==> config.mk <==
export PLATFORM = sky130hd
export DESIGN_NAME = iface_reset_supervisor
export DESIGN_NICKNAME = d
export VERILOG_FILES = /design/src/iface_supervisor_pkg.sv /design/src/iface_reset_supervisor.sv /design/src/interval_timer.sv
export VERILOG_INCLUDE_DIRS = /design/src
export SDC_FILE = /design/constraint.sdc
export NUM_CORES = 1
export LEC_CHECK = 0
export BUFFER_PORTS_ARGS = -buffer_cell sky130_fd_sc_hd__clkbuf_2
export CORE_UTILIZATION = 45
export DETAILED_ROUTE_END_ITERATION = 8
export HOLD_SLACK_MARGIN = 0.08
export PLACE_DENSITY = 0.74
export SYNTH_ARGS = -nofsm -noshare
export SYNTH_HDL_FRONTEND = slang
export SYNTH_SLANG_ARGS = --single-unit
==> constraint.sdc <==
create_clock -name hclk -period 5.8 [get_ports hclk]
set_input_delay 0.87 -clock hclk [delete_from_list [all_inputs] [get_ports hclk]]
set_output_delay 0.87 -clock hclk [all_outputs]
set_load 0.01 [all_outputs]
==> src/iface_supervisor_consts.svh <==
/*
 * Register offsets, status bit positions, event bits and timing figures
 * of the network interface reset supervisor.
 * Assumes a 100 MHz system clock and an AHB-Lite word-wide register bus.
 */
`ifndef IFACE_SUPERVISOR_CONSTS_SVH
`define IFACE_SUPERVISOR_CONSTS_SVH

// Register byte offsets
`define OFS_CALL        8'h00
`define OFS_PARAM       8'h04
`define OFS_RESULT      8'h08
`define OFS_STAT0       8'h10
`define OFS_STAT1       8'h14
`define OFS_STAT2       8'h18
`define OFS_IRQ_STAT    8'h20
`define OFS_IRQ_MASK    8'h24

// Service call number and the only target word accepted
`define SVC_IFACE_RESET 8'h18
`define RACK_SLOT_LOCAL 16'h0000
`define PARAM_W         16

// Status bank: status bit n sits at vector index n-1
`define STAT_W          80
`define SIDX_FULL_DUPLEX 2
`define SIDX_LINK_GOOD  12
`define SIDX_RESOURCE   13
`define SIDX_HANG       14
`define SIDX_HEALTHY    15

// Event bits of the interrupt status and mask registers
`define EV_ISSUED       0
`define EV_REFUSED      1
`define EV_HEALTH_LOST  2
`define EV_HANG         3
`define EV_RECOVER_LATE 4
`define EV_W            5

// Reset values
`define RST_PARAM       16'h0000
`define RST_MASK        5'h00

// Timing
`define CLK_MHZ         100
`define STARTUP_MS      5300
`define RECOVER_MS      7000
`define RESET_HOLD_NS   1000
`define STARTUP_CYC     (`STARTUP_MS * `CLK_MHZ * 1000)
`define RECOVER_CYC     (`RECOVER_MS * `CLK_MHZ * 1000)
`define RESET_HOLD_CYC  ((`RESET_HOLD_NS * `CLK_MHZ + 999) / 1000)
`define TIMER_W         30

`endif

==> src/iface_supervisor_pkg.sv <==
/*
 * Types of the network interface reset supervisor.
 * Assumes nothing beyond a SystemVerilog compiler.
 */
`default_nettype none
package iface_supervisor_pkg;
   // Supervisor sequence
   typedef enum logic [1:0] {ST_RESET, ST_STARTUP, ST_RUN} sup_state_t;
endpackage : iface_supervisor_pkg
`default_nettype wire

==> src/iface_reset_supervisor.sv <==
/*
 * Network interface reset supervisor: takes the interface reset service
 * call over AHB-Lite, drives the interface reset, tracks start-up and
 * health, and presents the status bit bank and an interrupt.
 * Assumes a single slave on the bus (hready is its own hreadyout) and
 * interface status inputs synchronous to hclk.
 */
// Functional notes
// - Reset call 24 takes one rack/slot word
// - Act only when rack/slot word is zero
// - Every accepted call resets, even during start-up
// - Simultaneous requests merge into one reset
// - Interface healthy only after start-up period
// - Healthy bit drops on reset or loss
// - Hang bit set on lockup; advises reset
// - Status bank layout, reserved bits read zero
`include "iface_supervisor_consts.svh"
`default_nettype none
module iface_reset_supervisor #(
   parameter int HOLD_CYC    = `RESET_HOLD_CYC,   // Interface reset width
   parameter int STARTUP_CYC = `STARTUP_CYC,      // Start-up wait
   parameter int RECOVER_CYC = `RECOVER_CYC       // Recovery watchdog
) (
   input  wire logic        hclk,
   input  wire logic        hresetn,
   input  wire logic        hsel,
   input  wire logic [31:0] haddr,
   input  wire logic [1:0]  htrans,
   input  wire logic        hwrite,
   input  wire logic [2:0]  hsize,
   input  wire logic [31:0] hwdata,
   input  wire logic        hready,
   output logic      [31:0] hrdata,
   output logic             hreadyout,
   output logic             hresp,
   input  wire logic        iface_full_duplex,
   input  wire logic        iface_link_good,
   input  wire logic        iface_resource_problem,
   input  wire logic        iface_hang,
   input  wire logic        iface_up,
   input  wire logic        iface_loss,
   input  wire logic        button_reset_req,
   output logic             iface_reset,
   output logic             call_success,
   output logic             irq
);
   localparam int HOLD_LIM = HOLD_CYC + 1;   // Bound for the pulse check

   // Bus capture
   logic        wr_q;          // Write data phase pending
   logic [7:0]  waddr_q;       // Write offset
   logic [31:0] rdata_q;       // Read data register
   // Software registers
   logic [`PARAM_W-1:0] param_q;     // Rack/slot parameter word
   logic [1:0]          result_q;    // Last call: done, success
   logic [`EV_W-1:0]    ev_stat_q;   // Sticky events
   logic [`EV_W-1:0]    ev_mask_q;   // Event enables
   // Sequence
   iface_supervisor_pkg::sup_state_t state_q;
   iface_supervisor_pkg::sup_state_t state_d;
   logic        reset_q;       // Interface reset output flop
   logic [15:0] hold_q;        // Reset cycles left
   logic        success_q;     // Success output flop
   logic        healthy_q;     // Interface healthy
   logic        healthy_d;
   logic        button_q;      // Button level last cycle
   logic        hang_q;        // Hang level last cycle
   // Request decode
   logic        bus_take;      // Address phase accepted
   logic        call_wr;       // Write to the call register
   logic        sw_ok;         // Valid reset call
   logic        sw_bad;        // Refused reset call
   logic        btn_req;       // Button request edge
   logic        any_req;       // Merged request
   logic        start_go;      // Start-up period begins
   logic        first_q;       // First cycle after reset release
   logic        start_exp;     // Start-up period over
   logic        rec_exp;       // Recovery watchdog fired
   logic [`STAT_W-1:0] stat;   // Status bank
   logic [`EV_W-1:0]   ev_set; // Events this cycle
   logic [`EV_W-1:0]   ev_clr; // Write-one-to-clear

   assign bus_take  = hsel && htrans[1] && hready;
   assign hreadyout = 1'b1;    // Zero wait states
   assign hresp     = 1'b0;    // Always OKAY
   assign hrdata    = rdata_q;

   // Write address phase capture
   always_ff @(posedge hclk or negedge hresetn) begin
      if (!hresetn) begin
         wr_q    <= 1'b0;
         waddr_q <= 8'h00;
      end else if (hready) begin
         wr_q    <= bus_take && hwrite;
         waddr_q <= haddr[7:0];
      end
   end

   // Read data latched in the address phase, so it stands in the data phase
   always_ff @(posedge hclk or negedge hresetn) begin
      if (!hresetn) begin
         rdata_q <= 32'h0000_0000;
      end else if (bus_take && !hwrite) begin
         case (haddr[7:0])
            `OFS_PARAM:    rdata_q <= {16'h0000, param_q};
            `OFS_RESULT:   rdata_q <= {30'h0000_0000, result_q};
            `OFS_STAT0:    rdata_q <= stat[31:0];
            `OFS_STAT1:    rdata_q <= stat[63:32];
            `OFS_STAT2:    rdata_q <= {16'h0000, stat[79:64]};
            `OFS_IRQ_STAT: rdata_q <= {27'h000_0000, ev_stat_q};
            `OFS_IRQ_MASK: rdata_q <= {27'h000_0000, ev_mask_q};
            default:       rdata_q <= 32'h0000_0000;   // Call reg and holes
         endcase
      end
   end

   // Parameter word; only the low half word is the parameter block
   always_ff @(posedge hclk or negedge hresetn) begin
      if (!hresetn) begin
         param_q <= `RST_PARAM;
      end else if (wr_q && waddr_q == `OFS_PARAM) begin
         param_q <= hwdata[`PARAM_W-1:0];
      end
   end

   // Mask register
   always_ff @(posedge hclk or negedge hresetn) begin
      if (!hresetn) begin
         ev_mask_q <= `RST_MASK;
      end else if (wr_q && waddr_q == `OFS_IRQ_MASK) begin
         ev_mask_q <= hwdata[`EV_W-1:0];
      end
   end

   // Call decode; other service numbers are ignored
   assign call_wr = wr_q && waddr_q == `OFS_CALL && hwdata[7:0] == `SVC_IFACE_RESET;
   assign sw_ok   = call_wr && param_q == `RACK_SLOT_LOCAL;
   assign sw_bad  = call_wr && param_q != `RACK_SLOT_LOCAL;

   // Button edge only, so a held button cannot keep resetting
   always_ff @(posedge hclk or negedge hresetn) begin
      if (!hresetn) begin
         button_q <= 1'b0;
      end else begin
         button_q <= button_reset_req;
      end
   end
   assign btn_req = button_reset_req && !button_q;

   // All sources in one cycle become one request
   assign any_req = sw_ok || btn_req;

   // Last call result, readable by software
   always_ff @(posedge hclk or negedge hresetn) begin
      if (!hresetn) begin
         result_q <= 2'b00;
      end else if (call_wr) begin
         result_q <= {1'b1, sw_ok};
      end
   end

   // Sequence: reset pulse, start-up wait, run
   always_comb begin
      state_d = state_q;
      case (state_q)
         iface_supervisor_pkg::ST_RESET: begin
            if (hold_q == 16'h0001 && !any_req) begin
               state_d = iface_supervisor_pkg::ST_STARTUP;
            end
         end
         iface_supervisor_pkg::ST_STARTUP: begin
            if (start_exp) begin
               state_d = iface_supervisor_pkg::ST_RUN;
            end
         end
         iface_supervisor_pkg::ST_RUN: begin
            state_d = iface_supervisor_pkg::ST_RUN;
         end
         default: begin
            state_d = iface_supervisor_pkg::ST_STARTUP;
         end
      endcase
      // A request restarts everything, start-up or not
      if (any_req) begin
         state_d = iface_supervisor_pkg::ST_RESET;
      end
   end

   // State register; out of reset the interface is starting up
   always_ff @(posedge hclk or negedge hresetn) begin
      if (!hresetn) begin
         state_q <= iface_supervisor_pkg::ST_STARTUP;
      end else begin
         state_q <= state_d;
      end
   end

   // Reset width counter; a request reloads it, so overlaps stay one pulse
   always_ff @(posedge hclk or negedge hresetn) begin
      if (!hresetn) begin
         hold_q <= 16'h0000;
      end else if (any_req) begin
         hold_q <= 16'(HOLD_CYC);
      end else if (hold_q != 16'h0000) begin
         hold_q <= hold_q - 16'h0001;
      end
   end

   // Registered reset and success outputs
   always_ff @(posedge hclk or negedge hresetn) begin
      if (!hresetn) begin
         reset_q   <= 1'b0;
         success_q <= 1'b0;
      end else begin
         reset_q   <= (state_d == iface_supervisor_pkg::ST_RESET);
         success_q <= sw_ok;
      end
   end
   assign iface_reset  = reset_q;
   assign call_success = success_q;

   // Start-up period starts as the reset pulse ends
   assign start_go = (state_q == iface_supervisor_pkg::ST_RESET)
                     && (state_d == iface_supervisor_pkg::ST_STARTUP);

   // Interface boots with us, so the start-up wait also runs after release
   always_ff @(posedge hclk or negedge hresetn) begin
      if (!hresetn) begin
         first_q <= 1'b1;
      end else begin
         first_q <= 1'b0;
      end
   end

   interval_timer #(
      .W     (`TIMER_W),
      .COUNT (30'(STARTUP_CYC))
   ) u_startup (
      .clk     (hclk),
      .rst_n   (hresetn),
      .start   (start_go || first_q),
      .cancel  (any_req),
      .running (),
      .expired (start_exp)
   );

   // Healthy only in run with the interface up and no loss
   always_comb begin
      healthy_d = healthy_q;
      if (any_req || iface_loss) begin
         healthy_d = 1'b0;
      end else if (state_q == iface_supervisor_pkg::ST_RUN && iface_up) begin
         healthy_d = 1'b1;
      end else if (!iface_up) begin
         healthy_d = 1'b0;
      end
   end

   always_ff @(posedge hclk or negedge hresetn) begin
      if (!hresetn) begin
         healthy_q <= 1'b0;
      end else begin
         healthy_q <= healthy_d;
      end
   end

   // Watchdog from the last fall of healthy; fires if it stays low too long
   interval_timer #(
      .W     (`TIMER_W),
      .COUNT (30'(RECOVER_CYC))
   ) u_recover (
      .clk     (hclk),
      .rst_n   (hresetn),
      .start   (healthy_q && !healthy_d),
      .cancel  (healthy_d),
      .running (),
      .expired (rec_exp)
   );

   // Hang edge history
   always_ff @(posedge hclk or negedge hresetn) begin
      if (!hresetn) begin
         hang_q <= 1'b0;
      end else begin
         hang_q <= iface_hang;
      end
   end

   // Status bank; every other bit is reserved and reads zero
   always_comb begin
      stat                    = '0;
      stat[`SIDX_FULL_DUPLEX] = iface_full_duplex;
      stat[`SIDX_LINK_GOOD]   = iface_link_good;
      stat[`SIDX_RESOURCE]    = iface_resource_problem;
      stat[`SIDX_HANG]        = iface_hang;
      stat[`SIDX_HEALTHY]     = healthy_q;
   end

   // Events feeding the interrupt
   always_comb begin
      ev_set                   = '0;
      ev_set[`EV_ISSUED]       = any_req;
      ev_set[`EV_REFUSED]      = sw_bad;
      ev_set[`EV_HEALTH_LOST]  = healthy_q && !healthy_d;
      ev_set[`EV_HANG]         = iface_hang && !hang_q;
      ev_set[`EV_RECOVER_LATE] = rec_exp;
      ev_clr                   = '0;
      if (wr_q && waddr_q == `OFS_IRQ_STAT) begin
         ev_clr = hwdata[`EV_W-1:0];
      end
   end

   // Sticky status; a new event wins over a clear in the same cycle
   always_ff @(posedge hclk or negedge hresetn) begin
      if (!hresetn) begin
         ev_stat_q <= '0;
      end else begin
         ev_stat_q <= (ev_stat_q & ~ev_clr) | ev_set;
      end
   end

   // Level interrupt from unmasked sticky bits
   assign irq = |(ev_stat_q & ev_mask_q);

   // Checks
   refused_call_a: assert property (@(posedge hclk) disable iff (!hresetn)
      (sw_bad && !btn_req && !reset_q) |=> !call_success && !iface_reset)
      else $error("refused call still reset the interface");
   accepted_call_a: assert property (@(posedge hclk) disable iff (!hresetn)
      sw_ok |=> call_success && iface_reset)
      else $error("valid call gave no reset and success");
   success_reset_a: assert property (@(posedge hclk) disable iff (!hresetn)
      call_success |-> iface_reset && $past(param_q) == `RACK_SLOT_LOCAL)
      else $error("success without an issued reset");
   reset_width_a: assert property (@(posedge hclk) disable iff (!hresetn)
      $rose(iface_reset) |-> iface_reset[*2] ##[1:HOLD_LIM] !iface_reset)
      else $error("interface reset width wrong");
   startup_restart_a: assert property (@(posedge hclk) disable iff (!hresetn)
      (state_q == iface_supervisor_pkg::ST_STARTUP && any_req)
      |=> state_q == iface_supervisor_pkg::ST_RESET && iface_reset)
      else $error("request during start-up not honoured");
   healthy_drop_a: assert property (@(posedge hclk) disable iff (!hresetn)
      (any_req || iface_loss) |=> !stat[`SIDX_HEALTHY])
      else $error("healthy bit kept after reset or loss");
   healthy_gate_a: assert property (@(posedge hclk) disable iff (!hresetn)
      $rose(healthy_q) |-> $past(state_q) == iface_supervisor_pkg::ST_RUN)
      else $error("healthy before start-up finished");
   hang_event_a: assert property (@(posedge hclk) disable iff (!hresetn)
      $rose(iface_hang) |=> ev_stat_q[`EV_HANG] && stat[`SIDX_HANG] == iface_hang)
      else $error("lockup not flagged");
   reserved_zero_a: assert property (@(posedge hclk) disable iff (!hresetn)
      stat[1:0] == 2'b00 && stat[11:3] == '0 && stat[79:16] == '0)
      else $error("reserved status bit set");
   merged_req_a: assert property (@(posedge hclk) disable iff (!hresetn)
      (sw_ok && btn_req) |=> hold_q == 16'(HOLD_CYC) && iface_reset)
      else $error("merged requests not one reset");
endmodule : iface_reset_supervisor
`default_nettype wire

==> src/interval_timer.sv <==
/*
 * Restartable down-counting interval timer with a one-cycle expiry pulse.
 * Assumes start and cancel are synchronous to clk.
 */
`default_nettype none
module interval_timer #(
   parameter int          W     = 30,
   parameter logic [29:0] COUNT = 30'h3FFFFFFF
) (
   input  wire logic clk,
   input  wire logic rst_n,
   input  wire logic start,    // Load and run; wins over cancel
   input  wire logic cancel,   // Stop without expiry
   output logic      running,  // Counting
   output logic      expired   // One-cycle pulse at the end
);
   logic [W-1:0] cnt_q;        // Cycles left
   logic         exp_q;        // Expiry flop

   // Count down while loaded
   always_ff @(posedge clk or negedge rst_n) begin
      if (!rst_n) begin
         cnt_q <= '0;
      end else if (start) begin
         cnt_q <= COUNT[W-1:0];
      end else if (cancel) begin
         cnt_q <= '0;
      end else if (cnt_q != '0) begin
         cnt_q <= cnt_q - W'(1);
      end
   end

   // Pulse when the last cycle passes
   always_ff @(posedge clk or negedge rst_n) begin
      if (!rst_n) begin
         exp_q <= 1'b0;
      end else begin
         exp_q <= (cnt_q == W'(1)) && !start && !cancel;
      end
   end

   assign running = (cnt_q != '0);
   assign expired = exp_q;
endmodule : interval_timer
`default_nettype wire

-- Yosys cells after proc, flatten, opt, wreduce, memory -nomap -nowiden
Index checks and enable logic that the tools add are counted.
- bitwise logic cells: 4
- add/sub/neg operators: 3
- eq/ne operators: 15
- mux-type cells: 17
- reductions and logical operators: 43
- operators by type and width (operator ; number):
    $mux W30 ; 6
    $pmux W16 S5 ; 1
    $eq A30 B1 Y1 const B ; 2
    $reduce_bool A30 Y1 ; 2
    $sub A30 B1 Y30 const B ; 2
    $eq A8 B6 Y1 const B ; 4
    $mux W16 ; 2
    $reduce_bool A16 Y1 ; 2
    $logic_and A1 B1 Y1 ; 21
    $eq A16 B1 Y1 const B ; 1
    $eq A8 B3 Y1 const B ; 2
    $eq A8 B5 Y1 const B ; 2
    $logic_not A16 Y1 ; 1
    $sub A16 B1 Y16 const B ; 1
    $and A5 B5 Y5 ; 2
    $eq A8 B4 Y1 const B ; 1
    $logic_not A8 Y1 ; 1
    $logic_not A1 Y1 ; 7
    $mux W2 ; 3
    $pmux W2 S3 ; 1
    $reduce_bool A3 Y1 ; 2
    $mux W5 ; 1
    $not A5 Y5 ; 1
    $or A5 B5 Y5 ; 1
    other kinds (7) ; 13
- flip-flop bits (word level): 155
- word-level logic and storage cells: 101

-- Logic depth before layout (Yosys ltp)
- depth in word-level cells: 16
- depth in mapped cells: 8

-- Modules after synthesis
Synthesis repeated with hierarchy kept, for this count alone.
- cells, all modules: 744
- area, all modules: 7422.1 sq um
- by module, submodules not included (module ; seq. area each (sq um) ; area each (sq um) ; cells an instance ; times used):
    iface_reset_supervisor ; 1929.4 ; 3814.9 ; 348 ; 1
    interval_timer (u_startup) ; 775.7 ; 1859.3 ; 205 ; 1
    interval_timer (u_recover) ; 775.7 ; 1747.9 ; 191 ; 1

-- Least setup slack after synthesis
Ideal clock, no wire load.
- kind: input-to-reg
- start: input hwdata[0]
- end: register u_startup.cnt_q[27]
- setup time: 0.139 ns
- path slack: 3.166 ns
- data arrival time: 2.494 ns
- required time: 5.661 ns
- stages: 6
- cells stage by stage: nor3_1 -> or4b_2 -> o41a_1 -> buf_2 -> o21ai_0 -> o21ai_0
- word-level cells in the longest chain between the ends: 13
- ends and longest elaborated chain (element ; line ; text):
    start, declared ; iface_reset_supervisor.sv:31 ; input wire logic [31:0] hwdata,
    $eq A8 B5 Y1 (no source line) (*) ; -- ;
    $logic_and A1 B1 Y1 (no source line) (*) (2 in series) ; -- ;
    $logic_or A1 B1 Y1 (*) ; iface_reset_supervisor.sv:151 ; assign any_req = sw_ok || btn_req;
    $logic_not A1 Y1 ; iface_reset_supervisor.sv:167 ; if (hold_q == 16'h0001 && !any_req) begin
    $logic_and A1 B1 Y1 ; iface_reset_supervisor.sv:167 ;
    $mux W2 ; iface_reset_supervisor.sv:167 ;
    $pmux W2 S3 ; iface_reset_supervisor.sv:165 ; case (state_q)
    $mux W2 ; iface_reset_supervisor.sv:184 ; if (any_req) begin
    $eq A2 B1 Y1 ; iface_reset_supervisor.sv:224 ; && (state_d == iface_supervisor_pkg::ST_STARTUP);
    $logic_and A1 B1 Y1 ; iface_reset_supervisor.sv:224 ;
    $logic_or A1 B1 Y1 ; iface_reset_supervisor.sv:241 ; .start (start_go || first_q),
    $reduce_bool A3 Y1 (no source line) or $mux W30 (tied branches) ; -- ;
    end signal, assigned ; interval_timer.sv:25 ; cnt_q <= COUNT[W-1:0];
    end signal, assigned ; interval_timer.sv:29 ; cnt_q <= cnt_q - W'(1);
    end, declared ; interval_timer.sv:17 ; logic [W-1:0] cnt_q;
Mark *: on every way between the ends. The rest lies on a longest branch, timed or not.
A chain may end at the register's enable or synchronous reset.

-- Final worst setup path
- start: input hready
- end: register rdata_q[3], in the netlist hrdata[3]
- word-level cells in the longest chain between the ends: 2
- ends and longest elaborated chain (element ; line ; text):
    start, declared ; iface_reset_supervisor.sv:32 ; input wire logic hready,
    $logic_and A1 B1 Y1 ; iface_reset_supervisor.sv:83 ; assign bus_take = hsel && htrans[1] && hready;
    $logic_and A1 B1 Y1 ; iface_reset_supervisor.sv:103 ; end else if (bus_take && !hwrite) begin
    end signal, assigned ; iface_reset_supervisor.sv:105 ; `OFS_PARAM: rdata_q <= {16'h0000, param_q};
    end signal, assigned ; iface_reset_supervisor.sv:106 ; `OFS_RESULT: rdata_q <= {30'h0000_0000, result_q};
    end signal, assigned ; iface_reset_supervisor.sv:107 ; `OFS_STAT0: rdata_q <= stat[31:0];
    end, declared ; iface_reset_supervisor.sv:52 ; logic [31:0] rdata_q;
Every way passes these cells.

==> impl_table.tex <==
\begin{tabular}{lr}
\hline
Metric & Value \\
\hline
\multicolumn{2}{l}{\textbf{Die}} \\
Overall die height & 128.0 µm \\
Number of placed I/O pins & 118 \\
Site Rows & 45 \\
Die footprint & 16,380 µm² \\
Initial standard-cell utilization of the core & 46.47\% \\
Std-Cell Core Area & 15,370 µm² \\
X dimension of the die & 128.0 µm \\
\multicolumn{2}{l}{\textbf{Layout}} \\
Number of inserted diodes & 0 \\
Final non-filler cell total & 970 \\
Ratio of cells with drive above 1 in the final layout & 19.89\% \\
Share of the core filled with cells & 52.54\% \\
Area delta synth->final & 13.07\% \\
Number of nets in the finished design & 834 \\
\multicolumn{2}{l}{\textbf{STA}} \\
Worst slew margin relative to its limit & 31.97\% \\
Clock Skew & 0.01121 ns \\
Worst Setup Slack, final & 2.904 ns \\
Achievable clock frequency & 345.3 MHz \\
Unrepaired setup endpoints after global routing & false \\
Min Tclk post-route & 2.896 ns \\
Final setup fails & 0 \\
Final TNS setup & 0 ns \\
Final Hold Violating Endpoints & 0 \\
Final Slew Violations & 0 \\
Tightest Pin Transition & 1.013 ns \\
Period Utilization, post-route & 49.93\% \\
\multicolumn{2}{l}{\textbf{Power}} \\
Share of total power in combinational logic & 13.7\% \\
Worst IR drop on VDD & 0.1695 mV \\
Static leakage power & 3.349 nW \\
Switching Share & 29.56\% \\
Internal cell power & 1.758 mW \\
Share of total power in sequential cells & 46.7\% \\
Pwr per Cell Area & 309.1 nW/µm² \\
Switching component of the power & 737.9 µW \\
Clock share of power & 39.6\% \\
\multicolumn{2}{l}{\textbf{Logic synthesis}} \\
Flop and latch count out of synthesis & 139 \\
Per-instance average area after synthesis & 10.25 µm² \\
Post-Synthesis Cells & 697 \\
Async set or reset register ratio after synthesis & 100.0\% \\
Share of synthesized area occupied by flip-flops and latches & 48.73\% \\
Commonest register cell after synthesis & dfrtp\_1 \\
Number of enable-type register cells in the synthesized netlist & 0 \\
Summed instance area of the synthesized netlist & 7143 µm² \\
Count of synthesis-stage warnings from yosys & 0 \\
Count of unique library cells instantiated by Yosys & 74 \\
\multicolumn{2}{l}{\textbf{Clock network}} \\
Cts bufs inserted & 17 \\
Root buffer selected by CTS & clkbuf\_16 \\
CTS sink count & 139 \\
Clock-pin slew on the worst setup and hold paths & 0.06 ns \\
Number of buffers added for setup after CTS & 0 \\
Number of buffers inserted for hold repair after clock tree synthesis & 0 \\
Post\_cts resized & 0 \\
Max H-tree Level & 4 \\
Clock network latency to the later pin of the worst-skew pair & 0.42 ns \\
TritonCTS clock tree & done \\
Buffer levels on the longest clock path & 2 \\
\multicolumn{2}{l}{\textbf{Route}} \\
Detailed-route wire length & 15.10 mm \\
Number of detailed-routing iterations run before antenna repair & 6 \\
Total via count in the routed design & 5,531 \\
Count of routing violations after the opening detailed-route iteration & 395 \\
ANT nets after route & 0 \\
Via density & 5.702 \\
Mean routed wirelength per cell & 15.57 µm \\
Number of design rule violations left after detail routing & 0 \\
\multicolumn{2}{l}{\textbf{Placed design}} \\
Placed cell count & 938 \\
Number of I/O port buffers & 55 \\
Final weighted congestion of routability-driven global placement & 0.8422 \\
Setup Slack @ Placement & 2.480 ns \\
Estimated wirelength of the detail-placed design & 10.36 mm \\
\multicolumn{2}{l}{\textbf{Worst setup path}} \\
Kind of capture point of the worst setup path & flip-flop \\
Critical path, cell by cell & clkbuf\_2, nand4b\_1, nor3\_1, a32o\_1 \\
Flop2flop setup slack & 3.03 ns \\
CP arrival & 3.24 ns \\
Slowest cell on crit path & nor3\_1 \\
CP Launch Type & input pin \\
Delay of the slowest cell on the worst path & 1.08 ns \\
Dominant delay contributor by cell family on the critical path & simple AND/OR/NAND/NOR gates \\
Type of the setup path with the least slack & input pin to flip-flop \\
Biggest fanout along the worst timing path & 24 \\
Buffers \& Inverters on Critical Path & 1 \\
Data required time at the worst endpoint & 6.15 ns \\
\multicolumn{2}{l}{\textbf{Global route}} \\
Wire length of the first global-routing pass & 25.47 mm \\
Largest net degree at the start of global routing & 98 \\
Final global-route overflow total & 0 \\
Vias in the first global route & 5,174 \\
Number of antenna violations at the first check in global routing & 0 \\
Aggregate global-route resource usage & 19.56\% \\
\multicolumn{2}{l}{\textbf{Hold path}} \\
Classification of the worst-slack hold path & flip-flop to flip-flop \\
\multicolumn{2}{l}{\textbf{Run status}} \\
Run status & completed \\
\multicolumn{2}{l}{\textbf{Run}} \\
Max-capacitance violation count & 0 \\
\hline
\end{tabular}
[registers in the layout, indices dropped and copies added, names as in the netlist, 2 cells and up]
signal / cells
u_recover.cnt_q: 30
state_q: 2
ev_mask_q: 5
ev_stat_q: 5
result_q: 2
hold_q: 16
hrdata: 16
u_startup.cnt_q: 30
param_q: 16
waddr_q: 8
[power by group through the flow]
| stage | registers, mW | logic (mW) | clock network, mW |
|---|---|---|---|
| 2_1_floorplan | 1.15 | 0.271 | 0 |
| 3_3_place_gp | 1.17 | 0.333 | 0 |
| 3_5_place_dp | 1.18 | 0.342 | 0 |
| 4_1_cts | 1.16 | 0.344 | 1.00 |
| 5_1_grt | 1.18 | 0.386 | 1.04 |
| 6_report | 1.17 | 0.343 | 0.987 |
[metrics by stage]
stage / power, mW / hold slack (ns) / area [µm²]
6_report: 2.496 / 0.4273 / 8077
5_1_grt: 2.611 / 0.4430 / 8077
4_1_cts: 2.508 / 0.4291 / 8077
3_5_place_dp: 1.520 / 0.4155 / 7535
3_3_place_gp: 1.508 / 0.4093 / 7535
2_1_floorplan: 1.420 / 0.4044 / 7207
[final timing paths]
path | from | to | depth (start not counted)
hold / removal | u_recover.expired | ev_stat_q[4] | 1
min in group asynchronous | hresetn | u_startup.cnt_q[9] | 1
setup / recovery | hready | hrdata[3] | 4
hold reg to reg | u_recover.expired | ev_stat_q[4] | 1
max in group asynchronous | hresetn | ev_stat_q[1] | 2
setup reg to reg | waddr_q[4] | u_recover.expired | 6
[Yosys cell counts (all sizes together), types with 7 or more instances]
cell | count | area [µm²]
mux2 | 31 | 349.1
dfrtp | 137 | 3428
nor2 | 64 | 250.2
nand3b | 7 | 56.30
nand2 | 43 | 161.4
a21oi | 30 | 153.9
xor2 | 21 | 183.9
xnor2 | 17 | 148.9
or3 | 18 | 113.9
inv | 10 | 37.54
or4 | 27 | 206.5
o31ai | 10 | 75.07
buf | 27 | 185.2
nor4 | 26 | 181.4
a31oi | 9 | 56.30
nand2b | 8 | 50.05
nand3 | 16 | 80.08
nand4 | 9 | 56.30
ha | 7 | 87.58
o21ai | 33 | 168.9
clkbuf | 20 | 76.32
nor3 | 29 | 145.1
a22o | 16 | 140.1
[cells in the final DEF, fill, tap and decap left out, types with 5 or more instances in the layout]
cell,netlist,final
buf_4,20,5
nor4_1,23,22
clkbuf_2,1,54
nor2_1,62,62
nand4_1,9,9
clkinvlp_4,0,8
conb_1,2,19
o21ai_0,30,30
nand2b_1,8,8
nand2_1,43,43
or3_1,17,17
inv_6,0,5
dfrtp_1,137,137
nand3b_1,6,6
inv_1,10,10
a31oi_1,9,9
a22oi_1,5,5
a22o_1,16,16
or2_2,5,5
or4_1,26,26
a21oi_1,29,29
xor2_1,21,21
mux2_2,31,31
nand3_1,16,16
nor3b_1,5,5
clkbuf_16,0,17
nor3_1,29,29
o31ai_1,10,10
xnor2_1,17,17
ha_1,7,7
[cells by family after synthesis]
family          synth area share (%)
xor+xnor                       4.659
simple gates                   22.91
mux                            4.887
flops                          48.73
compound gates                 13.24
buf+inv                        4.239
other cells                   0.1051
fa+ha+maj                      1.226
[final cells by class]
cell class                      instances  area, µm²
Clock buffer                           18      429.2
Clock inverter                         14      112.6
Fill cell                            1371       7295
Inverter                               11      41.29
Multi-Input combinational cell        517       3430
Sequential cell                       139       3481
Tap cell                              211      264.0
Timing Repair Buffer                   60      319.1
[layer usage]
layer  wire length, µm  up-vias  share of wire [%]  track usage [%]
li1                  -     2657                  -                -
met1              7313     2694                 48            27.24
met2              6911      165                 46            30.91
met3               674       15                4.5            3.506
met4               203        0                1.3            6.436
met5                 0        -                  0                0
(Power assumes the default switching activity.)
